$ cat src/core/stcp_defs.vh
/*
 * shared constants of the serial terminal command parser: frame bytes,
 * opcodes, parameter codes, key codes, register offsets, defaults, timing.
 * assumes it is included by bare name from the design files.
 */
`ifndef STCP_DEFS_VH
`define STCP_DEFS_VH

// frame and reply bytes
`define STCP_STX          8'h02
`define STCP_ETX          8'h03
`define STCP_ACK          8'h06
`define STCP_NAK          8'h15

// opcodes
`define STCP_OP_VER       8'h56
`define STCP_OP_SHOW      8'h44
`define STCP_OP_ERASE     8'h43
`define STCP_OP_READER    8'h4D
`define STCP_OP_KEYPAD    8'h4B
`define STCP_OP_BEEP      8'h42
`define STCP_OP_PARAM     8'h50
`define STCP_OP_GSAVE     8'h53

// parameter byte codes
`define STCP_CH_0         8'h30
`define STCP_CH_1         8'h31
`define STCP_CH_2         8'h32
`define STCP_CH_3         8'h33
`define STCP_TPAGE_MAX    8'h3C
`define STCP_GPAGE_MAX    8'h36

// version string letters
`define STCP_CH_R         8'h52
`define STCP_CH_O         8'h4F
`define STCP_CH_M         8'h4D
`define STCP_CH_SP        8'h20
`define STCP_CH_STAR      8'h2A
`define STCP_VER_LEN      4'h0a

// keypad codes
`define STCP_ENTER_KEY    8'h0D
`define STCP_KEY_CLR      8'h08
`define STCP_KEY_ESC      8'h1B
`define STCP_KEY_MAX      6'h20

// status byte field positions
`define STCP_ST_KP        5
`define STCP_ST_RD        4
`define STCP_ST_DISP      3
`define STCP_ST_MODE      2

// factory defaults
`define STCP_DEF_BAUD     2'h2
`define STCP_DEF_BUF      1'h1
`define STCP_DEF_MASK     1'h0

// register byte offsets
`define STCP_REG_STATUS   8'h00
`define STCP_REG_KEY      8'h04
`define STCP_REG_PAGE     8'h08
`define STCP_REG_KCNT     8'h0C

// timing: one buzzer bit is 0.1 s worth of 100 ns clocks
`define STCP_CLK_NS       100
`define STCP_BEEP_NS      100000000
`define STCP_BEEP_CYC     24'h0F_4240

`endif

$ cat src/core/stcp_top.v
/*
 * command interpreter of a keypad, reader and display terminal: frames, settings, keys, beep.
 * assumes a uart that strobes received bytes and takes one while tx_ready is high, and a
 * nonvolatile store that presents its saved settings while rst_n is released.
 */
// The register addresses and the plain strobed port were left to the implementer.
`timescale 1ns/100ps
`include "stcp_defs.vh"
module stcp_top #(
	parameter [23:0] BEEP_CYC = `STCP_BEEP_CYC,
	parameter [31:0] FW_ID    = 32'h3030_3031, // arbitrary value
	parameter [7:0]  REV_ID   = 8'h41         // arbitrary value
) (
	// clock and reset
	input  wire       ref_clk,
	input  wire       rst_n,
	// straps and stored settings
	input  wire       gfx_model,
	input  wire       nv_ok,
	input  wire [5:0] nv_cfg,
	// received byte stream
	input  wire [7:0] rx_data,
	input  wire       rx_valid,
	// transmitted byte stream
	output reg  [7:0] tx_data_r,
	output reg        tx_valid_r,
	input  wire       tx_ready,
	// register port
	input  wire [7:0] reg_addr,
	input  wire [7:0] reg_wdata,
	input  wire       reg_wr,
	input  wire       reg_rd,
	output reg  [7:0] reg_rdata_r,
	// settings in force
	output reg  [1:0] baud_sel_r,
	output reg        buf_mode_r,
	output reg        mask_r,
	output reg        rd_en_r,
	output reg        kp_en_r,
	// nonvolatile write
	output reg        nv_wr_r,
	output reg  [5:0] nv_wdata_r,
	// display
	output reg        disp_clear_r,
	output reg        page_show_r,
	output reg        page_gfx_r,
	output reg  [3:0] page_num_r,
	output reg        gfx_save_r,
	output reg  [7:0] disp_char_r,
	output reg        disp_char_vld_r,
	// buzzer
	output reg        buzzer_r
);

	// parser states
	localparam [4:0] S_IDLE = 5'b00001;
	localparam [4:0] S_OP   = 5'b00010;
	localparam [4:0] S_PAR  = 5'b00100;
	localparam [4:0] S_END  = 5'b01000;
	localparam [4:0] S_RESP = 5'b10000;

	reg  [4:0]  state_r, dptr_r;
	reg  [7:0]  op_r, m_r, n_r, beep_arg_r, beep_pat_r;
	reg  [1:0]  npar_r;
	reg  [3:0]  ridx_r, beep_bits_r;
	reg  [5:0]  kcnt_r;
	reg  [23:0] beep_tick_r;
	reg         ok_r, ver_r, load_r, gfx_r, drain_r, beep_go_r;
	reg  [7:0]  kbuf [0:31];
	reg         cmd_ok;
	reg  [1:0]  par_cnt;
	reg  [7:0]  ver_byte;
	wire [7:0]  status_byte;
	wire [5:0]  nv_next;
	wire        tx_free, txt_n_ok, gfx_n_ok;
	wire        key_wr, enter_key, key_clr, key_esc, key_push;

	// status byte, top two bits zero
	assign status_byte = {2'b00, kp_en_r, rd_en_r, gfx_r, buf_mode_r, baud_sel_r};
	assign tx_free     = tx_ready & ~tx_valid_r;
	assign txt_n_ok    = (n_r >= `STCP_CH_1) && (n_r <= `STCP_TPAGE_MAX);
	assign gfx_n_ok    = (n_r >= `STCP_CH_1) && (n_r <= `STCP_GPAGE_MAX);
	// key entry decode, refused while disabled or sending
	assign key_wr    = reg_wr && (reg_addr == `STCP_REG_KEY) && kp_en_r && !drain_r && !load_r;
	assign enter_key = key_wr && (reg_wdata == `STCP_ENTER_KEY);
	assign key_clr   = key_wr && (reg_wdata == `STCP_KEY_CLR);
	assign key_esc   = key_wr && (reg_wdata == `STCP_KEY_ESC);
	assign key_push  = key_wr && !enter_key && !key_clr && !key_esc &&
	                   (kcnt_r < `STCP_KEY_MAX);
	// settings word written to the store after an accepted change
	assign nv_next = (op_r == `STCP_OP_READER) ? {kp_en_r, n_r[0], mask_r, buf_mode_r, baud_sel_r} :
	                 (op_r == `STCP_OP_KEYPAD) ? {n_r[0], rd_en_r, mask_r, buf_mode_r, baud_sel_r} :
	                 (m_r == `STCP_CH_1) ? {kp_en_r, rd_en_r, mask_r, buf_mode_r, n_r[1:0]} :
	                 (m_r == `STCP_CH_2) ? {kp_en_r, rd_en_r, mask_r, n_r[0], baud_sel_r} :
	                 {kp_en_r, rd_en_r, n_r[0], buf_mode_r, baud_sel_r};

	// parameter bytes expected per opcode, unknown opcodes take none
	always @* begin
		case (rx_data)
			`STCP_OP_READER, `STCP_OP_KEYPAD, `STCP_OP_BEEP, `STCP_OP_GSAVE: par_cnt = 2'd1;
			`STCP_OP_SHOW, `STCP_OP_PARAM: par_cnt = 2'd2;
			default: par_cnt = 2'd0;
		endcase
	end

	// acceptance of a complete frame
	always @* begin
		case (op_r)
			`STCP_OP_VER, `STCP_OP_ERASE, `STCP_OP_BEEP: cmd_ok = 1'b1;
			`STCP_OP_SHOW: cmd_ok = ((m_r == `STCP_CH_0) && txt_n_ok) ||
			                        ((m_r == `STCP_CH_1) && gfx_r && gfx_n_ok);
			`STCP_OP_READER, `STCP_OP_KEYPAD: cmd_ok = (n_r == `STCP_CH_0) || (n_r == `STCP_CH_1);
			`STCP_OP_PARAM: cmd_ok = ((m_r == `STCP_CH_1) && (n_r >= `STCP_CH_0) && (n_r <= `STCP_CH_3)) ||
			                         (((m_r == `STCP_CH_2) || (m_r == `STCP_CH_3)) &&
			                          ((n_r == `STCP_CH_0) || (n_r == `STCP_CH_1)));
			`STCP_OP_GSAVE: cmd_ok = gfx_r && gfx_n_ok;
			default: cmd_ok = 1'b0;
		endcase
	end

	// version string byte by index
	always @* begin
		case (ridx_r)
			4'd0: ver_byte = `STCP_CH_R;
			4'd1: ver_byte = `STCP_CH_O;
			4'd2: ver_byte = `STCP_CH_M;
			4'd3: ver_byte = FW_ID[31:24];
			4'd4: ver_byte = FW_ID[23:16];
			4'd5: ver_byte = FW_ID[15:8];
			4'd6: ver_byte = FW_ID[7:0];
			4'd7: ver_byte = REV_ID;
			4'd8: ver_byte = `STCP_CH_SP;
			default: ver_byte = status_byte;
		endcase
	end

	// key buffer storage, keeps real key codes
	always @(posedge ref_clk) begin
		if (key_push) begin
			kbuf[kcnt_r[4:0]] <= reg_wdata;
		end
	end

	// parser, settings, key buffer bookkeeping and byte sender
	always @(posedge ref_clk or negedge rst_n) begin
		if (!rst_n) begin
			state_r         <= S_IDLE;
			op_r            <= 8'h00;
			m_r             <= 8'h00;
			n_r             <= 8'h00;
			npar_r          <= 2'd0;
			ok_r            <= 1'b0;
			ver_r           <= 1'b0;
			ridx_r          <= 4'd0;
			load_r          <= 1'b1;
			gfx_r           <= 1'b0;
			baud_sel_r      <= `STCP_DEF_BAUD;
			buf_mode_r      <= `STCP_DEF_BUF;
			mask_r          <= `STCP_DEF_MASK;
			rd_en_r         <= 1'b1;
			kp_en_r         <= 1'b1;
			nv_wr_r         <= 1'b0;
			nv_wdata_r      <= 6'h00;
			disp_clear_r    <= 1'b0;
			page_show_r     <= 1'b0;
			page_gfx_r      <= 1'b0;
			page_num_r      <= 4'h1;
			gfx_save_r      <= 1'b0;
			disp_char_r     <= 8'h00;
			disp_char_vld_r <= 1'b0;
			kcnt_r          <= 6'd0;
			dptr_r          <= 5'd0;
			drain_r         <= 1'b0;
			beep_go_r       <= 1'b0;
			beep_arg_r      <= 8'h00;
			tx_data_r       <= 8'h00;
			tx_valid_r      <= 1'b0;
		end else begin
			nv_wr_r         <= 1'b0;
			disp_clear_r    <= 1'b0;
			page_show_r     <= 1'b0;
			gfx_save_r      <= 1'b0;
			disp_char_vld_r <= 1'b0;
			beep_go_r       <= 1'b0;
			tx_valid_r      <= 1'b0;
			// first cycle after release: take strap and stored baud, buffer mode and mask
			if (load_r) begin
				load_r <= 1'b0;
				gfx_r  <= gfx_model;
				if (nv_ok) begin
					baud_sel_r <= nv_cfg[1:0];
					buf_mode_r <= nv_cfg[2];
					mask_r     <= nv_cfg[3];
				end
			end
			// frame parsing, bytes during a reply are ignored
			case (state_r)
				S_IDLE: begin
					state_r <= (rx_valid && (rx_data == `STCP_STX)) ? S_OP : S_IDLE;
				end
				S_OP: begin
					if (rx_valid) begin
						op_r   <= rx_data;
						npar_r <= par_cnt;
						state_r <= (par_cnt == 2'd0) ? S_END : S_PAR;
					end
				end
				S_PAR: begin
					if (rx_valid) begin
						m_r    <= n_r;
						n_r    <= rx_data;
						npar_r <= npar_r - 2'd1;
						state_r <= (npar_r == 2'd1) ? S_END : S_PAR;
					end
				end
				S_END: begin
					if (rx_valid) begin
						ok_r    <= (rx_data == `STCP_ETX) && cmd_ok;
						ver_r   <= (rx_data == `STCP_ETX) && (op_r == `STCP_OP_VER);
						ridx_r  <= 4'd0;
						state_r <= S_RESP;
						if ((rx_data == `STCP_ETX) && cmd_ok) begin
							case (op_r)
								`STCP_OP_SHOW: begin
									page_show_r <= 1'b1;
									page_gfx_r  <= m_r[0];
									page_num_r  <= n_r[3:0];
								end
								`STCP_OP_READER: begin
									rd_en_r    <= n_r[0];
									nv_wr_r    <= 1'b1;
									nv_wdata_r <= nv_next;
								end
								`STCP_OP_KEYPAD: begin
									kp_en_r    <= n_r[0];
									nv_wr_r    <= 1'b1;
									nv_wdata_r <= nv_next;
								end
								`STCP_OP_PARAM: begin
									baud_sel_r <= nv_next[1:0];
									buf_mode_r <= nv_next[2];
									mask_r     <= nv_next[3];
									nv_wr_r    <= 1'b1;
									nv_wdata_r <= nv_next;
								end
								`STCP_OP_BEEP: begin
									beep_go_r  <= 1'b1;
									beep_arg_r <= n_r;
								end
								`STCP_OP_GSAVE: gfx_save_r <= 1'b1;
								default: ;
							endcase
						end
					end
				end
				S_RESP: begin
					if (tx_free) begin
						tx_valid_r <= 1'b1;
						tx_data_r  <= ver_r ? ver_byte : (ok_r ? `STCP_ACK : `STCP_NAK);
						ridx_r     <= ridx_r + 4'd1;
						state_r    <= (!ver_r || (ridx_r == `STCP_VER_LEN - 4'd1)) ? S_IDLE : S_RESP;
					end
				end
				default: state_r <= S_IDLE;
			endcase
			// key buffer, erase command has the last word
			if (drain_r) begin
				if (tx_free && (state_r != S_RESP)) begin
					tx_valid_r <= 1'b1;
					tx_data_r  <= kbuf[dptr_r];
					dptr_r     <= dptr_r + 5'd1;
					if ({1'b0, dptr_r} == kcnt_r - 6'd1) begin
						drain_r <= 1'b0;
						kcnt_r  <= 6'd0;
					end
				end
			end else if (key_push) begin
				kcnt_r          <= kcnt_r + 6'd1;
				disp_char_r     <= mask_r ? `STCP_CH_STAR : reg_wdata;
				disp_char_vld_r <= 1'b1;
				disp_clear_r    <= buf_mode_r && (kcnt_r == 6'd0); // first key in buffered mode clears the screen
				if (!buf_mode_r) begin
					drain_r <= 1'b1;
					dptr_r  <= 5'd0;
				end
			end else if (enter_key && buf_mode_r && (kcnt_r != 6'd0)) begin
				drain_r      <= 1'b1;
				dptr_r       <= 5'd0;
				disp_clear_r <= 1'b1;
			end else if (key_clr && (kcnt_r != 6'd0)) begin
				kcnt_r <= kcnt_r - 6'd1;
			end else if (key_esc) begin
				kcnt_r       <= 6'd0;
				disp_clear_r <= 1'b1;
			end
			if ((state_r == S_END) && rx_valid && (rx_data == `STCP_ETX) &&
			    (op_r == `STCP_OP_ERASE)) begin
				kcnt_r       <= 6'd0;
				drain_r      <= 1'b0;
				disp_clear_r <= 1'b1;
			end
		end
	end

	// buzzer pattern player, one bit per tick, msb first
	always @(posedge ref_clk or negedge rst_n) begin
		if (!rst_n) begin
			beep_pat_r  <= 8'h00;
			beep_bits_r <= 4'd0;
			beep_tick_r <= 24'd0;
			buzzer_r    <= 1'b0;
		end else if (beep_go_r) begin
			beep_pat_r  <= beep_arg_r;
			beep_bits_r <= 4'd8;
			beep_tick_r <= 24'd0;
			buzzer_r    <= beep_arg_r[7];
		end else if (beep_bits_r != 4'd0) begin
			if (beep_tick_r == BEEP_CYC - 24'd1) begin
				beep_tick_r <= 24'd0;
				beep_pat_r  <= {beep_pat_r[6:0], 1'b0};
				beep_bits_r <= beep_bits_r - 4'd1;
				buzzer_r    <= (beep_bits_r != 4'd1) && beep_pat_r[6];
			end else begin
				beep_tick_r <= beep_tick_r + 24'd1;
			end
		end
	end

	// register read port, data one cycle after the strobe
	always @(posedge ref_clk or negedge rst_n) begin
		if (!rst_n) begin
			reg_rdata_r <= 8'h00;
		end else if (reg_rd) begin
			case (reg_addr)
				`STCP_REG_STATUS: reg_rdata_r <= status_byte;
				`STCP_REG_PAGE:   reg_rdata_r <= {3'b000, page_gfx_r, page_num_r};
				`STCP_REG_KCNT:   reg_rdata_r <= {2'b00, kcnt_r};
				default:          reg_rdata_r <= 8'h00;
			endcase
		end else begin
			reg_rdata_r <= 8'h00;
		end
	end

endmodule // stcp_top

$ cat config.mk
export PLATFORM = sky130hd
export DESIGN_NAME = stcp_top
export DESIGN_NICKNAME = d
export VERILOG_FILES = /design/src/core/stcp_top.v
export VERILOG_INCLUDE_DIRS = /design/src /design/src/core
export SDC_FILE = /design/constraint.sdc
export NUM_CORES = 1
export LEC_CHECK = 0
export ABC_AREA = 1
export BUFFER_PORTS_ARGS = -buffer_cell sky130_fd_sc_hd__buf_2
export CORE_MARGIN = 2
export CORE_UTILIZATION = 39
export CTS_CLUSTER_SIZE = 10
export DETAILED_ROUTE_END_ITERATION = 6
export GPL_ROUTABILITY_DRIVEN = 0
export GPL_TIMING_DRIVEN = 0
export PLACE_DENSITY_LB_ADDON = 0.12
export SLEW_MARGIN = 20
export SYNTH_ARGS = -nofsm -noshare
export SYNTH_HDL_FRONTEND = slang
export SYNTH_SLANG_ARGS = --single-unit
$ cat constraint.sdc
create_clock -name ref_clk -period 2.4 [get_ports ref_clk]
set_input_delay 0.72 -clock ref_clk [delete_from_list [all_inputs] [get_ports ref_clk]]
set_output_delay 0.72 -clock ref_clk [all_outputs]
set_load 0.01 [all_outputs]
==> results of run 1 <==
==> critical path, delay by kind of cell (launching register included) <==
kind / cells / cell delay (ps)
buffers and inverters: 2 / 1000
flip-flops: 1 / 490
AND/OR/NAND/NOR: 2 / 340
AO/OA/AOI/OAI: 2 / 470
==> sequential cells by signal, indices dropped and copies added, names as in the netlist, 2 cells and up <==
signal       cells
page_num_r       4
ridx_r           4
beep_pat_r       7
m_r              8
tx_data_r        8
baud_sel_r       2
beep_arg_r       8
kbuf           256
n_r              8
reg_rdata_r      6
nv_wdata_r       6
disp_char_r      8
npar_r           2
beep_bits_r      4
kcnt_r           6
dptr_r           5
state_r          5
beep_tick_r     24
op_r             8
==> stage by stage <==
stage	setup slack [ps]	instance area, um2	cells	hold WS (ps)	util, %
detailed placement	-1481	19290	2504	473.2	42.32
CTS	0.6062	21650	2623	57.86	47.50
finish	-63.60	21770	2626	52.61	47.77
floorplan	-23.63	18100	1823	424.4	-
global placement	-1548	19250	2503	470.9	42.24
global route	-25.75	21770	2626	72.17	47.77
==> cell usage after synthesis (all sizes together) <==
cell type,n
nand2,315
nor2,287
edfxtp,256
o21ai,241
inv,166
dfrtp,134
nand3,98
clkbuf,42
a21oi,39
o211ai,39
o22ai,37
buf,31
nand4,25
nor3,24
xor2,15
ha,14
nor4,11
o221ai,9
dfstp,7
a31oi,4
a21boi,3
o31ai,3
clkinv,2
mux2i,2
nand3b,2
o2111ai,2
o211a,2
xnor2,2
a211oi,1
a22oi,1
a2bb2oi,1
and2,1
conb,1
nor3b,1
o2bb2ai,1
o31a,1
or2,1
==> logic make-up (layout without fill, tap and decap cells) <==
kind of cell               after synthesis  in the layout  share of synthesized area [%]
buffers and inverters                  241            444                          5.417
adders and majority gates               14             14                         0.9685
DFF                                    397            397                          62.06
other                                    1              3                        0.02073
xor gates and xnor gates                17             17                         0.8233
AOI/OAI and AO/OA                      384            384                          12.32
muxes                                    2              2                         0.1107
and+or+nand+nor                        765            765                          18.28
==> worst paths after layout <==
check / cells past startpoint / start / slack [ps] / end
min in group ref_clk: 3 / gfx_model / 370 / gfx_r
max in group asynchronous: 2 / rst_n / 1550 / beep_tick_r[19]
min reg2reg: 2 / m_r[7] / 480 / m_r[7]
min: 1 / rst_n / 50 / n_r[5]
max reg2reg: 6 / dptr_r[3] / -60 / tx_data_r[5]
max: 6 / dptr_r[3] / -60 / tx_data_r[5]
==> layer usage <==
layer	global-route usage [%]	share of wire, %	wire, um
met5	0	0.016	9
met3	6.140	7.9	4463
met2	37.75	46	26040
met1	31.18	43	23980
met4	8.491	3.2	1797
==> layout by cell type, fill, tap and decap left out, types with 4 or more instances in the layout <==
master / instances
o22ai_1: 37
buf_12: 25
clkbuf_8: 4
buf_6: 6
edfxtp_1: 256
buf_4: 31
nand2_1: 303
clkbuf_16: 48
buf_2: 91
ha_1: 13
o21ai_0: 213
nand3_1: 89
inv_1: 156
nor2_2: 10
o21ai_2: 20
nand2_2: 8
nand2_8: 4
nor2_4: 33
clkbuf_1: 36
a21oi_1: 39
inv_2: 7
nand4_1: 23
dfstp_2: 7
xor2_1: 15
o211ai_1: 39
nor3_1: 17
o221ai_1: 9
nand3_2: 4
clkbuf_2: 16
nor2_1: 244
nor3_2: 4
clkbuf_4: 12
nor4_1: 11
o21ai_1: 8
dfrtp_1: 134
nand3_4: 5
==> cell type report <==
class,count,area [um2],share of cell area [%]
Buffer,72,425.4,1.954
Clock inverter,4,33.78,0.1552
Clock buffer,75,1343,6.166
Inverter,168,650.6,2.988
Multi-Input combinational cell,1185,6250,28.70
Sequential cell,397,11220,51.55
Timing Repair Buffer,125,1096,5.034
Tap cell,600,750.7,3.448
==> where the power goes <==
| group | total, W | internal, W | leakage (nW) | switching (W) |
|---|---|---|---|---|
| Clock | 0.00658 | 0.00380 | 0.664 | 0.00278 |
| Sequential | 0.00760 | 0.00744 | 4.17 | 0.000164 |
| Combinational | 0.00428 | 0.00116 | 3.77 | 0.00312 |
| Total | 0.0185 | 0.0124 | 8.61 | 0.00607 |
==> timing repair <==
| item | in CTS | in global routing |
|---|---|---|
| setup buffers | 41 | 3 |
| pin swaps | 33 | 9 |
| endpoints found under the setup margin | 266 | 276 |
| gates resized for setup | 111 | 57 |
==> results.json, run 1 <==
{
  "slew_violations": 0,
  "firstDrtPassIters": 5,
  "ys_ff_latch": 397,
  "vias": 14070,
  "clkTransAtPathRegs_ps": 60,
  "vdd_ir_drop_max_mv": 0.3663,
  "cp-end-kind": "register",
  "maxCapViolCount": 0,
  "fillers": 4213,
  "clockBufferDepth": 3,
  "grt_overflow": 0,
  "ant_nets": 0,
  "drc": 0,
  "outcome": "finished with violations",
  "fin_ws_ps": -63.60,
  "yosysTopAreaCellShare_pct": 42.50,
  "antenna_found_initial": 2,
  "wl_um": 56290,
  "post-route-period-util_pct": 102.6,
  "area_growth_pct": 20.39,
  "rows": 78,
  "nets": 2048,
  "io_pins": 86,
  "startpoint_type": "register",
  "portBuffers": 80,
  "slew_headroom_pct": 48.63,
  "drt_iter0_drc": 1191,
  "clock.fmax_ghz": 0.4059,
  "crit_type": "register to register",
  "drive_gt1_share_pct": 17.37,
  "clkSinkCount": 397,
  "required_ps": 2830,
  "syn_inst": 1821,
  "min-delay-path-class": "primary input to asynchronous set/reset pin",
  "crit_chain": "clkinv_1 -> clkbuf_1 -> o211ai_1 -> nand4_1 -> nand2_1 -> a21oi_1",
  "yosysTopAreaCell": "edfxtp_1",
  "ys_top_cells_by_area": "edfxtp_1, dfrtp_1, nand2_1",
  "skew_ps": 17.05,
  "rsz0062_at_grt": "yes",
  "avgViaCountPerCell": 5.356,
  "die_h_um": 219.3,
  "wire_per_inst_um": 21.44,
  "die_x_um": 219.3,
  "cts_tree": "built",
  "h-tree-depth": 2,
  "syn_area_um2": 18090,
  "dp_hpwl_um": 37590,
  "cpPeakStageDelay_ps": 540,
  "hold_viol_final": 0,
  "cp_slowest_cell": "clkinv_1",
  "core_um2": 45580,
  "root_buffer": "clkbuf_16",
  "avgSynthCellArea_um2": 9.932,
  "cp_max_fo": 10,
  "worst_pin_slew_ps": 763.6,
  "antenna_cells": 0,
  "total_power_w": 0.01846,
  "dieArea_um2": 48110,
  "grt_max_degree": 90,
  "gr-usage-all-layers_pct": 23.68,
  "grt_pass1_wl_um": 83900,
  "clock_latency_ps": 590,
  "p_leak_nw": 8.610,
  "min_period_ps": 2464,
  "setup_viol": 2,
  "grt_pass1_vias": 13750,
  "yosysSeqAreaShare_pct": 62.06,
  "ys.warnings.count": 0,
  "violations": "setup timing",
  "cts_buffers": 47,
  "initial_core_util_pct": 39.68,
  "fin_setup_tns_ps": -80.02,
  "ctsHoldBuffers": 0,
  "power.density_nw_per_um2": 847.8,
  "synthDistinctLibCells": 52,
  "cp.arrival_ps": 2900
}
No activity file was read; power rests on OpenSTA's default activity.
==> inputs of run 2 (changes only) <==
--- a/config.mk
+++ b/config.mk
@@ -10,6 +10,7 @@
 export BUFFER_PORTS_ARGS = -buffer_cell sky130_fd_sc_hd__buf_2
 export CORE_MARGIN = 2
 export CORE_UTILIZATION = 39
+export CTS_BUF_LIST = sky130_fd_sc_hd__clkbuf_4
 export CTS_CLUSTER_SIZE = 10
 export DETAILED_ROUTE_END_ITERATION = 6
 export GPL_ROUTABILITY_DRIVEN = 0
==> run 2 against run 1 <==
Critical endpoint unchanged. Final area rose by 0.52%. Sequential power barely moved. Clock power rose by 0.9%. Die area did not move. Utilization rose by 0.25 points. Final cell count rose by 4.6%. Clock-buffer cell count rose by 101. Total power rose by 0.36%. The flow now finishes without violations. Maximum frequency rose by 2.7%.
==> results.json, run 2 (same netlist as run 1, synthesis figures left out) <==
{
  "cp_max_fo": 10,
  "area_growth_pct": 21.02,
  "worst_pin_slew_ps": 851.6,
  "startpoint_type": "register",
  "portBuffers": 80,
  "power.density_nw_per_um2": 846.4,
  "min-delay-path-class": "primary input to register",
  "r2r_slack_ps": 1,
  "gr-usage-all-layers_pct": 23.95,
  "root_buffer": "clkbuf_4",
  "grt_max_degree": 90,
  "dp_cells": 2504,
  "skew_ps": 41.49,
  "die_x_um": 219.3,
  "cp-end-kind": "register",
  "layout_common_cells": "nand2_1, edfxtp_1, nor2_1",
  "dieArea_um2": 48110,
  "cts_buffers": 109,
  "crit_type": "register to register",
  "min_period_ps": 2399,
  "io_pins": 86,
  "slew_violations": 0,
  "wire_per_inst_um": 20.77,
  "largest_reg_flops": 256,
  "rows": 78,
  "post-route-period-util_pct": 99.94,
  "cts_tree": "built",
  "min_path_cells": 3,
  "setup_viol": 0,
  "clockBufferDepth": 3,
  "grt_pass1_vias": 14300,
  "firstDrtPassIters": 5,
  "layout_commonest_cell": "nand2_1",
  "drive_gt1_share_pct": 22.47,
  "fin_cells": 2746,
  "clkTransAtPathRegs_ps": 60,
  "clkSinkCount": 397,
  "maxCapViolCount": 0,
  "die_h_um": 219.3,
  "slew_headroom_pct": 43.23,
  "initial_core_util_pct": 39.68,
  "antenna_found_initial": 3,
  "clock.fmax_ghz": 0.4169,
  "required_ps": 3080,
  "outcome": "finished, final reports clean",
  "wl_um": 57040,
  "hold_viol_final": 0,
  "cp.arrival_ps": 3080,
  "avgViaCountPerCell": 5.289,
  "core_um2": 45580,
  "grt_pass1_wl_um": 84950,
  "vias": 14520,
  "fin_setup_tns_ps": 0,
  "whs_ps": 123.5,
  "clock_latency_ps": 860,
  "ant_nets": 0,
  "dp_hpwl_um": 37590,
  "grt_overflow": 0,
  "p_leak_nw": 8.848,
  "vdd_ir_drop_max_mv": 0.5006,
  "drt_iter0_drc": 1272,
  "drc": 0,
  "total_power_w": 0.01853,
  "nets": 2108,
  "h-tree-depth": 3,
  "worstRegToRegCells": 8
}
-- run 2: cell count changes in the layout (fill, tap and decap cells not counted), moves of 2 or more --
cell / change
clkbuf_16: -48
clkinvlp_4: +2
clkbuf_2: +2
nand3_2: +4
buf_2: +7
buf_4: -5
clkbuf_4: +172
buf_12: -3
nand3_1: -3
bufinv_16: +4
clkbuf_8: -4
clkbuf_1: -24
clkinv_1: +15
-- run 2: metal layers --
metal	vias up	track usage (%)	share of wire, %	routed length, um
li1	6834	-	-	-
met1	7017	31.03	42	24180
met2	553	38.65	47	26730
met3	117	5.461	7.8	4453
met4	2	10.00	2.9	1667
met5	-	0	0.016	9
-- run 2: layout make-up --
cell class	instances	area, um2
diodes	1	2.502
plain buffers	72	421.7
clock buffers	176	1321
clock inverters	24	203.9
fillers	4288	23690
inverters	168	650.6
multi-input cells	1186	6289
flip-flops and latches	397	11220
well taps	600	750.7
repair buffers	122	1023
-- run 2: power by group --
group / switching [W] / internal, W / total, W
combinational: 0.00313 / 0.00116 / 0.00429
clock: 0.00292 / 0.00372 / 0.00664
sequential: 0.000161 / 0.00743 / 0.00759
total: 0.00621 / 0.0123 / 0.0185
-- run 2: what timing repair did --
action	CTS	global route
pin swaps	30	7
hold buffers	1	0
endpoints found under the hold margin	49	0
gates cloned	0	1
resized for setup	110	55
setup endpoints to repair	266	263
buffers inserted	39	1
-- run 2: critical path: stages (launching register included) --
cell and delay [ps]:
dfrtp_1 420, buf_2 210, clkbuf_2 290, o21ai_0 220, o21ai_0 150, o211ai_1 490
nand4_1 220, nand2_1 150, a21oi_1 90
-- run 2: final timing paths --
| path | start | endpoint |
|---|---|---|
| worst max register to register | dptr_r[0] | tx_data_r[5] |
| worst max-delay path | dptr_r[0] | tx_data_r[5] |
| worst min-delay path | gfx_model | gfx_r |
| min in group asynchronous | rst_n | n_r[5] |
| worst min register to register | m_r[7] | m_r[7] |
| max in group asynchronous | rst_n | beep_tick_r[19] |
-- run 2: through the flow --
stage / utilization (%) / cell area [um2] / worst slack [ps]
after floorplan: - / 18100 / -23.63
after global placement: 42.24 / 19250 / -1548
after detailed placement: 42.32 / 19290 / -1481
after CTS: 47.74 / 21760 / 0.9006
after global routing: 48.02 / 21890 / -14.12
final: 48.02 / 21890 / 1.443
